## config.mk

```make
export PLATFORM = sky130hd
export DESIGN_NAME = mcg_top
export DESIGN_NICKNAME = d
export VERILOG_FILES = /design/src/hdl/mcg_pkg.sv /design/src/hdl/mcg_top.sv
export VERILOG_INCLUDE_DIRS = /design/src /design/src/hdl
export SDC_FILE = /design/constraint.sdc
export NUM_CORES = 1
export LEC_CHECK = 0
export BUFFER_PORTS_ARGS = -buffer_cell sky130_fd_sc_hd__buf_2
export CAP_MARGIN = 20
export CORE_MARGIN = 1
export CORE_UTILIZATION = 46
export CTS_CLUSTER_DIAMETER = 60
export DETAILED_ROUTE_END_ITERATION = 7
export MAX_ROUTING_LAYER = met4
export PLACE_DENSITY = 0.8
export SYNTH_ARGS = -nofsm -noshare
export SYNTH_HDL_FRONTEND = slang
export SYNTH_SLANG_ARGS = --single-unit
```

## constraint.sdc

```tcl
create_clock -name pclk -period 1.6 [get_ports pclk]
set_input_delay 0.08 -clock pclk [delete_from_list [all_inputs] [get_ports pclk]]
set_output_delay 0.08 -clock pclk [all_outputs]
set_load 0.01 [all_outputs]
```

## src/hdl/mcg_params.svh

```systemverilog
// Register offsets, field positions, reset values and capability constants.
`ifndef MCG_PARAMS_SVH
`define MCG_PARAMS_SVH
`define MCG_OFF_CAPS_PINS   12'h01C_0
`define MCG_OFF_CAPS_PORTS  12'h01C
`define MCG_OFF_CAPS_PINS_A 12'h018
`define MCG_OFF_RUN_GATE    12'h100
`define MCG_OFF_SLEEP_GATE  12'h110
`define MCG_OFF_DEEP_GATE   12'h120
`define MCG_OFF_RUN_CFG     12'h060
`define MCG_OFF_MODE        12'h064
`define MCG_OFF_IRQ_STATUS  12'h070
`define MCG_OFF_IRQ_ENABLE  12'h074
`define MCG_OFF_IRQ_CLEAR   12'h078
`define MCG_BIT_WDT         3
`define MCG_BIT_ADC         16
`define MCG_RATE_LO         8
`define MCG_RATE_HI         9
`define MCG_BIT_AUTO_GATE   27
`define MCG_RUN_MASK        32'h0001_0308
`define MCG_DEEP_MASK       32'h0001_0008
`define MCG_GATE_RESET      32'h0000_0000
`define MCG_CAPS_PINS_VAL   32'h000F_0000
`define MCG_CAPS_PORTS_VAL  32'h0000_001F
`define MCG_RATE_LIMIT      2'h3
`endif

```

## src/hdl/mcg_pkg.sv

```systemverilog
// Types shared by the module clock gating block.
package mcg_pkg;
    typedef enum logic [1:0] {
        MCG_MODE_RUN   = 2'b00,
        MCG_MODE_SLEEP = 2'b01,
        MCG_MODE_DEEP  = 2'b10
    } mcg_mode_t;

    typedef struct packed {
        logic        wdt_fault;
        logic        adc_fault;
    } mcg_events_t;

    typedef struct packed {
        logic [31:0] run_gate;
        logic [31:0] sleep_gate;
        logic [31:0] deep_gate;
        logic        auto_gate;
        logic [1:0]  irq_status;
        logic [1:0]  irq_enable;
        logic [31:0] prdata;
        logic        pready;
        logic        pslverr;
        logic        irq;
        logic        wdt_clk_en;
        logic        adc_clk_en;
        logic [1:0]  adc_rate;
        logic        wdt_fault;
        logic        adc_fault;
        logic [1:0]  mode_s1;
        logic [1:0]  mode_s2;
    } mcg_state_t;
endpackage : mcg_pkg

```

## src/hdl/mcg_top.sv

```systemverilog
// APB clock gating controller with capability registers and unit fault checks.
//
// Local design decision: the APB register port.
`timescale 1ns/1ps
`include "mcg_params.svh"

module mcg_top (
    input  wire logic                 pclk,
    input  wire logic                 presetn,
    input  wire logic                 psel,
    input  wire logic                 penable,
    input  wire logic                 pwrite,
    input  wire logic [11:0]          paddr,
    input  wire logic [31:0]          pwdata,
    output logic      [31:0]          prdata,
    output logic                      pready,
    output logic                      pslverr,
    input  wire logic [1:0]           power_mode,
    input  wire logic                 wdt_access,
    input  wire logic                 adc_access,
    output logic                      wdt_clk_en,
    output logic                      adc_clk_en,
    output logic      [1:0]           adc_rate,
    output logic                      wdt_fault,
    output logic                      adc_fault,
    output logic                      irq
);
    import mcg_pkg::*;

    mcg_state_t  s_q;
    mcg_state_t  s_d;
    logic [31:0] gate_eff;
    logic [31:0] rdval;
    logic [1:0]  ev;
    logic [1:0]  wrate;
    logic        access;
    logic        hit;

    // ------------------------------------------------------------
    // Next-state logic
    // ------------------------------------------------------------
    always_comb begin
        s_d     = s_q;
        access  = psel && penable && !s_q.pready;
        hit     = 1'b1;
        rdval   = 32'h0000_0000;
        wrate   = pwdata[`MCG_RATE_HI:`MCG_RATE_LO];
        // Mode pins come from the power controller domain: two stages
        s_d.mode_s1 = power_mode;
        s_d.mode_s2 = s_q.mode_s1;
        // Without auto gating the run register holds in every mode
        gate_eff = s_q.run_gate;
        if (s_q.auto_gate) begin
            unique case (mcg_mode_t'(s_q.mode_s2))
                MCG_MODE_SLEEP: gate_eff = s_q.sleep_gate;
                MCG_MODE_DEEP:  gate_eff = s_q.deep_gate;
                default:        gate_eff = s_q.run_gate;
            endcase
        end
        s_d.wdt_clk_en = gate_eff[`MCG_BIT_WDT];
        s_d.adc_clk_en = gate_eff[`MCG_BIT_ADC];
        s_d.adc_rate   = gate_eff[`MCG_RATE_HI:`MCG_RATE_LO];
        // Unit accesses fault while their clock is off
        ev[1] = wdt_access && !s_q.wdt_clk_en;
        ev[0] = adc_access && !s_q.adc_clk_en;
        s_d.wdt_fault = ev[1];
        s_d.adc_fault = ev[0];
        // Address decode for reads
        unique case (paddr)
            `MCG_OFF_CAPS_PINS_A: rdval = `MCG_CAPS_PINS_VAL;
            `MCG_OFF_CAPS_PORTS:  rdval = `MCG_CAPS_PORTS_VAL;
            `MCG_OFF_RUN_GATE:    rdval = s_q.run_gate;
            `MCG_OFF_SLEEP_GATE:  rdval = s_q.sleep_gate;
            `MCG_OFF_DEEP_GATE:   rdval = s_q.deep_gate;
            `MCG_OFF_RUN_CFG:     rdval = {4'h0, s_q.auto_gate, 27'h000_0000};
            `MCG_OFF_MODE:        rdval = {30'h0000_0000, s_q.mode_s2};
            `MCG_OFF_IRQ_STATUS:  rdval = {30'h0000_0000, s_q.irq_status};
            `MCG_OFF_IRQ_ENABLE:  rdval = {30'h0000_0000, s_q.irq_enable};
            `MCG_OFF_IRQ_CLEAR:   rdval = 32'h0000_0000;
            default:              hit   = 1'b0;
        endcase
        // Rates above the cap fall back to the cap
        if (wrate > `MCG_RATE_LIMIT) begin
            wrate = `MCG_RATE_LIMIT;
        end
        // One wait state: answer lands on the second access cycle
        s_d.pready  = access;
        s_d.pslverr = access && !hit;
        s_d.prdata  = (access && !pwrite) ? rdval : 32'h0000_0000;
        if (access && pwrite && hit) begin
            unique case (paddr)
                `MCG_OFF_RUN_GATE: begin
                    s_d.run_gate = pwdata & `MCG_RUN_MASK;
                    s_d.run_gate[`MCG_RATE_HI:`MCG_RATE_LO] = wrate;
                end
                `MCG_OFF_SLEEP_GATE: begin
                    s_d.sleep_gate = pwdata & `MCG_RUN_MASK;
                    s_d.sleep_gate[`MCG_RATE_HI:`MCG_RATE_LO] = wrate;
                end
                `MCG_OFF_DEEP_GATE:  s_d.deep_gate = pwdata & `MCG_DEEP_MASK;
                `MCG_OFF_RUN_CFG:    s_d.auto_gate = pwdata[`MCG_BIT_AUTO_GATE];
                `MCG_OFF_IRQ_ENABLE: s_d.irq_enable = pwdata[1:0];
                `MCG_OFF_IRQ_CLEAR:  s_d.irq_status = s_q.irq_status & ~pwdata[1:0];
                default: ;
            endcase
        end
        // New fault events win over a clear in the same cycle
        s_d.irq_status = s_d.irq_status | ev;
        s_d.irq        = |(s_q.irq_status & s_q.irq_enable);
    end

    // ------------------------------------------------------------
    // State register
    // ------------------------------------------------------------
    always_ff @(posedge pclk or negedge presetn) begin
        if (!presetn) begin
            s_q            <= '0;
            s_q.run_gate   <= `MCG_GATE_RESET;
            s_q.sleep_gate <= `MCG_GATE_RESET;
            s_q.deep_gate  <= `MCG_GATE_RESET;
        end else begin
            s_q <= s_d;
        end
    end

    assign prdata     = s_q.prdata;
    assign pready     = s_q.pready;
    assign pslverr    = s_q.pslverr;
    assign wdt_clk_en = s_q.wdt_clk_en;
    assign adc_clk_en = s_q.adc_clk_en;
    assign adc_rate   = s_q.adc_rate;
    assign wdt_fault  = s_q.wdt_fault;
    assign adc_fault  = s_q.adc_fault;
    assign irq        = s_q.irq;
endmodule : mcg_top

```

==> Word-level counts from Yosys, hierarchy flattened <==
Cells that the tools add are included.
W data, S select, Z words.
{ "totals": {"regBits": 60, "inputBits": 53, "out_inout_bits": 41, "wordCells": 63} }
{ "op_classes": {"magnitude_cmp": 1, "eq_ne": 12, "n_mux": 9, "bitwise_logic": 4, "n_reduce_logical": 20} }
{ "op_table": {"columns": ["op", "n"], "rows": [
  ["$pmux W28 S9", 1],
  ["$eq A12 B7 Y1 const B", 5],
  ["$eq A12 B9 Y1 const B", 3],
  ["$pmux W17 S2", 1],
  ["$mux W32", 1],
  ["$eq A12 B5 Y1 const B", 2],
  ["$mux W17", 1],
  ["$reduce_and A2 Y1", 5],
  ["$reduce_or A10 Y1", 1],
  ["$logic_and A1 B1 Y1", 8],
  ["$mux W2", 3],
  ["$logic_not A1 Y1", 5],
  ["$and A2 B2 Y2", 2],
  ["$mux W4", 1],
  ["$eq A2 B1 Y1 const B", 1],
  ["$eq A2 B2 Y1 const B", 1],
  ["$gt A2 B2 Y1 const B", 1],
  ["$not A2 Y2", 1],
  ["$or A2 B2 Y2", 1],
  ["$reduce_or A2 Y1", 1],
  ["$mux W1", 1]
]} }

==> Longest topological paths before layout <==
Gate-level depths: netlist (run 1).
{ "logic_depth": {"word_depth": 6, "depth_mapped": 5, "mapped_depth_nobuf": 5} }

==> Least setup slack after synthesis (run 1) <==
Ideal clock, no wire load.
{ "synth_timing": {"path_type": "input to register", "start": "input port paddr[8]", "end": "register s_q[49] in the netlist's numbering", "setup_time_ps": 125, "t_arrival_ps": 1535, "t_required_ps": 1475, "path_slack_ps": -60, "path_stages": 4, "n_path_buf": 0, "cell_sequence": "or4_4 -> or2_1 -> or3_1 -> mux2_4"} }
{ "synth_via": {"elab_chain_cells": 5, "elab_cells_between_ends": 14, "cone_classes": "eq/ne: 10; mux: 1; reduce/logical: 3"} }
{ "synth_rtl": {"columns": ["item", "line", "text"], "rows": [
  ["start, declared", "mcg_top.sv:13", "input wire logic [11:0] paddr,"],
  ["$eq A12 B7 Y1, or another cell as far along", "mcg_top.sv:69", "unique case (paddr)"],
  ["$reduce_or A10 Y1 (no source line)", null, null],
  ["$mux W1", "mcg_top.sv:69", null],
  ["$logic_and A1 B1 Y1", "mcg_top.sv:90", "if (access && pwrite && hit) begin"],
  ["$reduce_and A2 Y1 (no source line) (*)", null, null],
  ["end, declared", "mcg_top.sv:30", "mcg_state_t s_q;"]
]} }
Mark *: on every way between the ends. The rest lies on a longest branch, timed or not.
A chain may end at the register's enable or synchronous reset.

==> Worst setup path in the final report (run 1) <==
{ "layout_timing": {"start": "register s_q (netlist bit pready)", "end": "register s_q[53] in the netlist's numbering"} }
{ "layout_via": {"elab_chain_cells": 5} }
{ "layout_rtl": {"columns": ["item", "line", "text"], "rows": [
  ["$logic_not A1 Y1", "mcg_top.sv:44", "access = psel && penable && !s_q.pready;"],
  ["$logic_and A1 B1 Y1", "mcg_top.sv:44", null],
  ["$logic_and A1 B1 Y1 (2 in series)", "mcg_top.sv:90", null],
  ["$reduce_and A2 Y1 (no source line)", null, null]
]} }
Every way passes these cells.

==> run metrics, run 1 <==
crit path DAT=1.76 ns; Starting Density=47.73%; fin area=2286 um2; HP Start=pwdata[9]; R2R depth=4; Gate Count Post-Synth=178; DRT antenna net count=0; Die X=66.43 um; die height=66.43 um; fill cell count=365; commonest cells in the netlist=dfrtp_1 (37), buf_4 (34), mux2_2 (12), nand2_1 (12); status=completed; Critical Path Start=pready$_DFF_PN0_; CTS max path bufs=2; post-DP HPWL=2.872 mm; root buf cell=clkbuf_8; synthesized flop and latch total=37; First-pass DRT Iterations=4; cell area after synthesis=1909 um2; TNS Setup=0 ns; cell breakdown of the critical path=nand4b_1, nor4b_2, buf_4, mux2_2; post-synthesis simple-gate area fraction=18.94%; library cells used by synthesis=38; fin util=57.15%; Worst IR Drop VDD=0.0005251 V; Multi-input gate area=822.0 um2; Clk network pwr share=35.3%; first-pass GRT wire length=5.837 mm; Pleak=1.156 nW; I/O Buffers=48; Switching Fraction=24.32%; P_int=1.313 mW; # diodes=0; CTS Buf Count=5; Main synth FF type=dfrtp_1; total gr overflow=0; storage element area=925.9 um2; H-Tree Depth=2; Iter 0 DRT Violations=89; slowest CP cell=dfrtp_1; FF-to-FF Start=pready$_DFF_PN0_; Yosys top cell by area=dfrtp_1; hold path endpoint=s_q[123]$_DFFE_PN0P_; count leader, synth=dfrtp_1; fin worst setup slack=0.01737 ns; post-synthesis xor/xnor area fraction=0%; complex-gate fraction of the synthesized area=6.553%; Avg Inst Size Synth=10.73 um2; required time worst endpoint=1.78 ns; Setup-failing EPs final=0; vias in the first global route=1295; area share of the largest cell type after synthesis=48.49%; RSZ-0062 raised after global routing=true; wire length per cell=13.42 um; All-Layer GR Usage=19.00%; via count=1452; nets=288; initial antenna violation count=0; Async SR Flop Fraction=100.0%; mux contribution to synthesized area=9.961%; Fin Hold WS=0.03544 ns; DRC=0; Clock Pin Slew Worst Setup and Hold Paths=0.07 ns; TritonCTS clock tree=yes; Post CTS Setup Buffer Count=0; Post-synth EDFFs=0; Synth Area in Adders=1.311%; met2 WL=1.975 mm; Hold Vio Cnt, Final=0; P&R area growth vs syn=19.72%; Slew Limit Fails=0; largest family of logic cells by synthesized area=simple AND/OR/NAND/NOR gates; Post-Route Skew=0.005926 ns; Core Box Area=4000 um2; register-to-register setup slack=0.02 ns; worst-path fanout max=5; Die ar.=4412 um2; CTS sink count=37; ranking of synthesized cells by area=dfrtp_1 (48%), buf_4 (13%), mux2_2 (7.1%); Max Cap Viol=0; HP Class=primary input to flip-flop; pin count of the biggest net entering global routing=38; r2r endpoint=s_q[53]$_DFFE_PN0P_; Highest Signal Layer=met4; Pwr per Cell Area=759.2 nW/um2; Tmin final=1.583 ns; RD Place Congestion=0.8735; Sequential Power Share=54.8%; Core Rows=23; Crit Path Class=flip-flop to flip-flop; Skew-Pair Late Insertion Delay=0.29 ns; Worst Setup End Kind=flip-flop; met1 WL=1.537 mm; Worst path max stage delay=0.41 ns; sequential element share of the synthesized area=48.49%; Logic pwr share=10.0%; YS warnings=0; met3 WL=203 um; vias per inst=5.131; pre-CTS setup slack=-0.1444 ns; startpoint types=flip-flop; part of the cycle the worst path needs=98.91%; share of cells above drive strength 1=38.20%; sw power=422.1 uW; cell count of the worst hold path=2; max frequency=631.9 MHz; total routed wirelength=3.797 mm; I/O pins=94; Post-DP Area=2130 um2
[power by group through the flow]
stage / combinational [mW] / clock, mW / sequential, mW
2_1_floorplan: 0.100 / 0 / 0.971
3_3_place_gp: 0.159 / 0 / 0.968
3_5_place_dp: 0.161 / 0 / 0.968
4_1_cts: 0.168 / 0.628 / 0.951
5_1_grt: 0.193 / 0.668 / 0.952
6_report: 0.173 / 0.612 / 0.951
[metrics by stage]
stage | power [mW] | std cells
after floorplan | 1.071 | 197
after global placement | 1.128 | 273
after detailed placement | 1.130 | 273
after CTS | 1.746 | 283
after global routing | 1.812 | 283
final | 1.736 | 283
[worst max-delay path by stage]
stage                               end  slack, ns  depth (start not counted)
finish              s_q[53]$_DFFE_PN0P_       0.02                          4
global route        s_q[53]$_DFFE_PN0P_      -0.05                          4
CTS                 s_q[53]$_DFFE_PN0P_      0.001                          4
detailed placement  s_q[49]$_DFFE_PN0P_      -0.14                          5
global placement      s_q[47]$_DFF_PN0_      -0.14                          6
floorplan           s_q[49]$_DFFE_PN0P_      -0.02                          4
[timing repair]
action	CTS	global route
endpoints found under the setup margin	2	8
pin swaps	1	1
hold buffers	3	0
resized for setup	2	6
endpoints found under the hold margin	39	0
[cells in the final DEF, fill, tap and decap left out, types with 3 or more instances in the layout]
master / n
a21o_1: 3
buf_2: 48
buf_4: 15
clkbuf_8: 5
conb_1: 20
dfrtp_1: 37
dlygate4sd3_1: 3
inv_1: 3
mux2_2: 11
mux2i_1: 4
nand2_1: 12
nand2b_1: 3
nand3_1: 3
nand4_1: 5
nor2_1: 7
nor2b_1: 4
nor3b_1: 3
nor4_1: 4
o21ai_0: 8
[kinds of logic (layout without fill, tap and decap cells)]
| logic type | Yosys count | after routing |
|---|---|---|
| compound gates | 20 | 20 |
| fa+ha+maj | 2 | 2 |
| buf+inv | 40 | 76 |
| flops | 37 | 37 |
| mux | 17 | 17 |
| other cells | 1 | 20 |
| simple gates | 61 | 61 |
[registers in the layout, indices dropped and copies added (netlist names), 2 cells and up]
name	count
s_q	17
prdata	9
adc_rate	2
s_d	2
[metal layers]
| metal | vias to the layer above | global-route usage [%] |
|---|---|---|
| li1 | 682 | - |
| met2 | 55 | 31.89 |
| met3 | 7 | 5.862 |
| met5 | - | - |
| met4 | 0 | 8.511 |
| met1 | 708 | 20.59 |
[worst max-delay path, delay by kind of cell, from the launching register on]
kind                   cells  cell delay (ns)
buffers and inverters      1             0.16
DFF                        1             0.41
muxes                      1             0.32
and+or+nand+nor            2             0.57
[final cells by class]
cell class | count | area share, %
clock inverter | 1 | 0.3831
multi-input combinational | 120 | 35.96
timing repair buffer | 66 | 16.75
clock buffer | 6 | 3.175
inverter | 3 | 0.4926
sequential | 37 | 40.50
tap | 50 | 2.737
Power figures use the tool's default switching activity.
==> inputs of run 2 (changes only) <==
CORE_UTILIZATION = 49   (was 46)
PLACE_DENSITY = 0.85   (was 0.8)
clock period = 2 ns   (was 1.6 ns; I/O delays follow)
==> run metrics, run 2 (synthesis gave the netlist of run 1 again) <==
most flop-heavy register=s_q; Rel. slew slack=47.70%; pre-CTS setup slack=0.1591 ns (+0.3035 ns); Pleak=1.077 nW (-6.8%); CTS max path bufs=2 (unchanged); RD Place Congestion=0.8669 (-0.76%); Starting Density=51.76% (+4.0 points); root buf cell=clkbuf_8; status=completed; cell breakdown of the critical path=nand4b_1, nor4b_1, buf_4, mux2_2; worst-path fanout max=5 (unchanged); Placed Cells incl. Taps=259 (-5.1%); Top delay family on crit path=simple AND/OR/NAND/NOR gates; HP Class=primary input to flip-flop; RSZ-0062 raised after global routing=false; vias per inst=5.119 (-0.24%); crit path DAT=1.90 ns (+0.14 ns); Clock Pin Slew Worst Setup and Hold Paths=0.08 ns (about the same); fill cell count=323 (-12%); TNS Setup=0 ns (unchanged); P&R area growth vs syn=12.84%; storage element area=925.9 um2 (unchanged); Setup-failing EPs final=0 (unchanged); Tmin final=1.727 ns (+0.1444 ns); Hold Vio Cnt, Final=0 (unchanged); required time worst endpoint=2.17 ns (+0.39 ns); Crit Path Class=flip-flop to flip-flop; first-pass GRT wire length=6.244 mm (+7.0%); Switching Fraction=25.23% (+0.90 points); Die X=64.42 um (-3.0%); Clk network pwr share=36.8% (+1.5 points); Slew Limit Fails=0 (unchanged); Logic pwr share=8.8% (-1.2 points); P_int=1.045 mW (-20%); most frequent cells in the layout=buf_2 (48), dfrtp_1 (37), conb_1 (20); Iter 0 DRT Violations=49 (-45%); Max Cap Viol=0 (unchanged); fin util=58.41% (+1.3 points); First-pass DRT Iterations=4 (unchanged); nets=276 (-4.2%); post-cts resize count=0 (-2); vias in the first global route=1348 (+4.1%); initial antenna violation count=0 (unchanged); Multi-input gate area=777.0 um2 (-5.5%); Core Box Area=3689 um2 (-7.8%); total routed wirelength=3.577 mm (-5.8%); Fin Hold WS=0.05371 ns (+0.01828 ns); Skew-Pair Late Insertion Delay=0.30 ns (about the same); non-filler cells in the finished layout=270 (-4.6%); H-Tree Depth=2 (unchanged); die height=64.42 um (-3.0%); All-Layer GR Usage=21.06% (+2.1 points); Tot Pwr=1.398 mW (-19%); Post-DP Area=2037 um2 (-4.3%); met1 Usage GRT=25.29% (+4.7 points); CP bufs+invs=1 (unchanged); Pwr per Cell Area=648.9 nW/um2 (-15%); I/O pins=94 (unchanged); Sequential Power Share=54.4% (-0.4 points); part of the cycle the worst path needs=86.35% (-13 points); # diodes=0 (unchanged); commonest non-fill, non-tap cell in the layout=buf_2; Worst Setup End Kind=flip-flop; slowest CP cell=dfrtp_1; Worst IR Drop VDD=0.0005088 V (-3.1%); Worst path max stage delay=0.41 ns (about the same); total gr overflow=0 (unchanged); TritonCTS clock tree=yes; DRC=0 (unchanged); CTS sink count=37 (unchanged); wire length per cell=13.25 um (-1.3%); most used routing layer=met2; DRT antenna net count=0 (unchanged); sw power=352.7 uW (-16%); GRT met3 Usage=6.690% (+0.83 points); pin count of the biggest net entering global routing=38 (unchanged); I/O Buffers=48 (unchanged); max frequency=579.0 MHz (-8.4%); max reg flops=17 (unchanged); share of cells above drive strength 1=33.33% (-4.9 points); via count=1382 (-4.8%); Die ar.=4150 um2 (-5.9%); Post-Route Skew=0.01036 ns (+0.004438 ns); fin area=2155 um2 (-5.7%); fin worst setup slack=0.2729 ns (+0.2556 ns); Core Rows=22 (-4.3%); CTS Buf Count=5 (unchanged); startpoint types=flip-flop; GR Layer Usage met2=33.03% (+1.1 points); post-DP HPWL=2.740 mm (-4.6%); worst slew pin tran=0.7845 ns
## run 2: final timing paths
check                                 start                     to  slack (ns)  depth (start not counted)
min                              pwdata[27]    s_q[49]$_DFFE_PN0P_        0.05                          2
min reg2reg                s_d[0]$_DFF_PN0_       s_q[0]$_DFF_PN0_        0.36                          0
max reg2reg                pready$_DFF_PN0_    s_q[53]$_DFFE_PN0P_        0.27                          4
max in group asynchronous           presetn  adc_rate[0]$_DFF_PN0_        1.09                          2
max                        pready$_DFF_PN0_    s_q[53]$_DFFE_PN0P_        0.27                          4
min in group asynchronous           presetn   prdata[19]$_DFF_PN0_        0.41                          2
## run 2: timing repair
action | in CTS | in global routing
hold buffers | 3 | 0
buffers inserted | 0 | 0
endpoints found under the hold margin | 39 | 0
## run 2: power groups by stage
stage	clock network, mW	logic (mW)	registers, mW
final	0.514	0.123	0.760
after global routing	0.566	0.139	0.761
after CTS	0.527	0.123	0.760
after detailed placement	0	0.119	0.775
after global placement	0	0.116	0.775
after floorplan	0	0.0802	0.777
## run 2: per-layer routing
metal / share of wire (%) / vias to the layer above
met3: 6.9 / 6
met5: 0 / -
met1: 41 / 653
li1: - / 661
met2: 50 / 62
met4: 1.5 / 0
## run 2: area by class of cell
cell class	count	area share, %
timing repair buffer	54	13.59
inverter	3	0.5226
tap	48	2.787
clock inverter	2	0.6969
multi-input combinational	120	36.06
sequential	37	42.97
clock buffer	6	3.368
==> inputs of run 3 (changes only) <==
BUFFER_PORTS_ARGS = default   (was -buffer_cell sky130_fd_sc_hd__buf_2)
CELL_PAD_IN_SITES_DETAIL_PLACEMENT = 1   (was default)
CELL_PAD_IN_SITES_GLOBAL_PLACEMENT = 1   (was default)
DONT_BUFFER_PORTS = 1   (was default)
PLACE_DENSITY = default   (was 0.85)
PLACE_DENSITY_LB_ADDON = 0.1   (was default)
==> run metrics, run 3 (synthesis gave the netlist of run 1 again) <==
status=completed; TritonCTS clock tree=yes; sw power=329.8 uW (-6.5%); wire length per cell=17.37 um (+31%); RD Place Congestion=0.8376 (-3.4%); DRT antenna net count=0 (unchanged); Worst Setup End Kind=flip-flop; Setup-failing EPs final=0 (unchanged); Hold Vio Cnt, Final=0 (unchanged); Rel. slew slack=64.49% (+17 points); vias in the first global route=1339 (-0.67%); Die X=64.42 um (unchanged); most flop-heavy register=s_q; P_int=1.175 mW (+12%); P&R area growth vs syn=8.978%; Pwr per Cell Area=723.0 nW/um2 (+11%); RSZ-0062 raised after global routing=false; first-pass GRT wire length=6.582 mm (+5.4%); Post-Route Skew=0.009667 ns (-0.0006974 ns); required time worst endpoint=2.17 ns (about the same); max reg flops=17 (unchanged); # diodes=0 (unchanged); share of cells above drive strength 1=13.90% (-19 points); CTS sink count=37 (unchanged); H-Tree Depth=2 (unchanged); Core Rows=22 (unchanged); startpoint types=flip-flop; Die ar.=4150 um2 (unchanged); Clk network pwr share=42.4% (+5.6 points); Pleak=0.9326 nW (-13%); Iter 0 DRT Violations=52 (+6.1%); pin count of the biggest net entering global routing=38 (unchanged); fin util=56.41% (-2.0 points); Logic pwr share=6.8% (-2.0 points); worst-path fanout max=5 (unchanged); nets=241 (-13%); worst slew pin tran=0.5252 ns (-0.2593 ns); root buf cell=clkbuf_8; Post CTS Setup Buffer Count=0 (unchanged); via count=1286 (-6.9%); I/O pins=94 (unchanged); Max Cap Viol=0 (unchanged); initial antenna violation count=0 (unchanged); Worst IR Drop VDD=0.0004838 V (-4.9%); die height=64.42 um (unchanged); post-DP HPWL=2.996 mm (+9.3%); Clock Pin Slew Worst Setup and Hold Paths=0.07 ns (about the same); max frequency=547.3 MHz (-5.5%); Crit Path Class=flip-flop to flip-flop; vias per inst=5.472 (+6.9%); post-cts resize count=0 (unchanged); All-Layer GR Usage=22.32% (+1.3 points); total gr overflow=0 (unchanged); most frequent cells in the layout=dfrtp_1 (37), conb_1 (20), dlygate4sd3_1 (16); CTS max path bufs=2 (unchanged); Tmin final=1.827 ns (+0.1001 ns); HP Class=primary input to flip-flop; hold_buf cts=17 (+14); total routed wirelength=4.081 mm (+14%); Slew Limit Fails=0 (unchanged); I/O Buffers=0 (-100%); First-pass DRT Iterations=4 (unchanged); TNS Setup=0 ns (unchanged); crit path DAT=2.00 ns (+0.10 ns); Switching Fraction=21.92% (-3.3 points); CTS Buf Count=5 (unchanged); Core Box Area=3689 um2 (unchanged); Starting Density=51.76% (unchanged); Skew-Pair Late Insertion Delay=0.29 ns (about the same); commonest non-fill, non-tap cell in the layout=dfrtp_1; Sequential Power Share=50.7% (-3.7 points); part of the cycle the worst path needs=91.36% (+5.0 points); DRC=0 (unchanged)
-- run 3: through the flow --
stage                     instances  hold slack [ns]  worst slack, ns  instance area [um2]  power (mW)
after global routing            235          0.02636          0.09522                 2081       1.567
after detailed placement        210          -0.1948           0.1801                 1789      0.8334
after CTS                       235          0.02309           0.1741                 2081       1.519
after global placement          210          -0.1949           0.2195                 1789      0.8317
after floorplan                 197          -0.1956           0.3195                 1981      0.8569
final                           235          0.03994           0.1728                 2081       1.504
-- run 3: routing by layer --
layer / track usage (%) / vias to the layer above / share of wire [%]
met5: - / - / 0
met4: 8.333 / 0 / 1.2
met3: 5.282 / 7 / 6.2
met2: 37.63 / 55 / 52
met1: 25.86 / 637 / 40
li1: - / 587 / -
-- run 3: final timing paths --
check / startpoint / end / slack [ns] / depth (start not counted)
min reg2reg: s_d[1]$_DFF_PN0_ / s_q[1]$_DFF_PN0_ / 0.35 / 0
max: pready$_DFF_PN0_ / s_q[66]$_DFFE_PN0P_ / 0.17 / 3
min: paddr[7] / prdata[27]$_DFF_PN0_ / 0.04 / 2
max reg2reg: pready$_DFF_PN0_ / s_q[66]$_DFFE_PN0P_ / 0.17 / 3
max in group asynchronous: presetn / pready$_DFF_PN0_ / 1.54 / 2
min in group asynchronous: presetn / s_q[47]$_DFF_PN0_ / 0.26 / 2
-- run 3: layout make-up --
type                       count  area, um2
clock buffer                   6      72.57
clock inverter                 2      38.79
fill                         421       1608
inverter                       3      11.26
multi-input combinational    120      777.0
sequential                    37      925.9
tap                           48      60.06
timing repair buffer          19      195.2
-- run 3: critical path, cell delays in order (launching register included) --
cell and delay [ns]:
dfrtp_1 0.45, nand4b_1 0.31, nor4b_1 0.55, mux2_2 0.40
-- run 3: power by group through the flow --
stage | combinational (mW) | clock (mW) | sequential [mW]
global placement | 0.0536 | 0 | 0.778
floorplan | 0.0802 | 0 | 0.777
detailed placement | 0.0551 | 0 | 0.778
CTS | 0.102 | 0.653 | 0.763
global route | 0.115 | 0.688 | 0.764
finish | 0.103 | 0.638 | 0.763
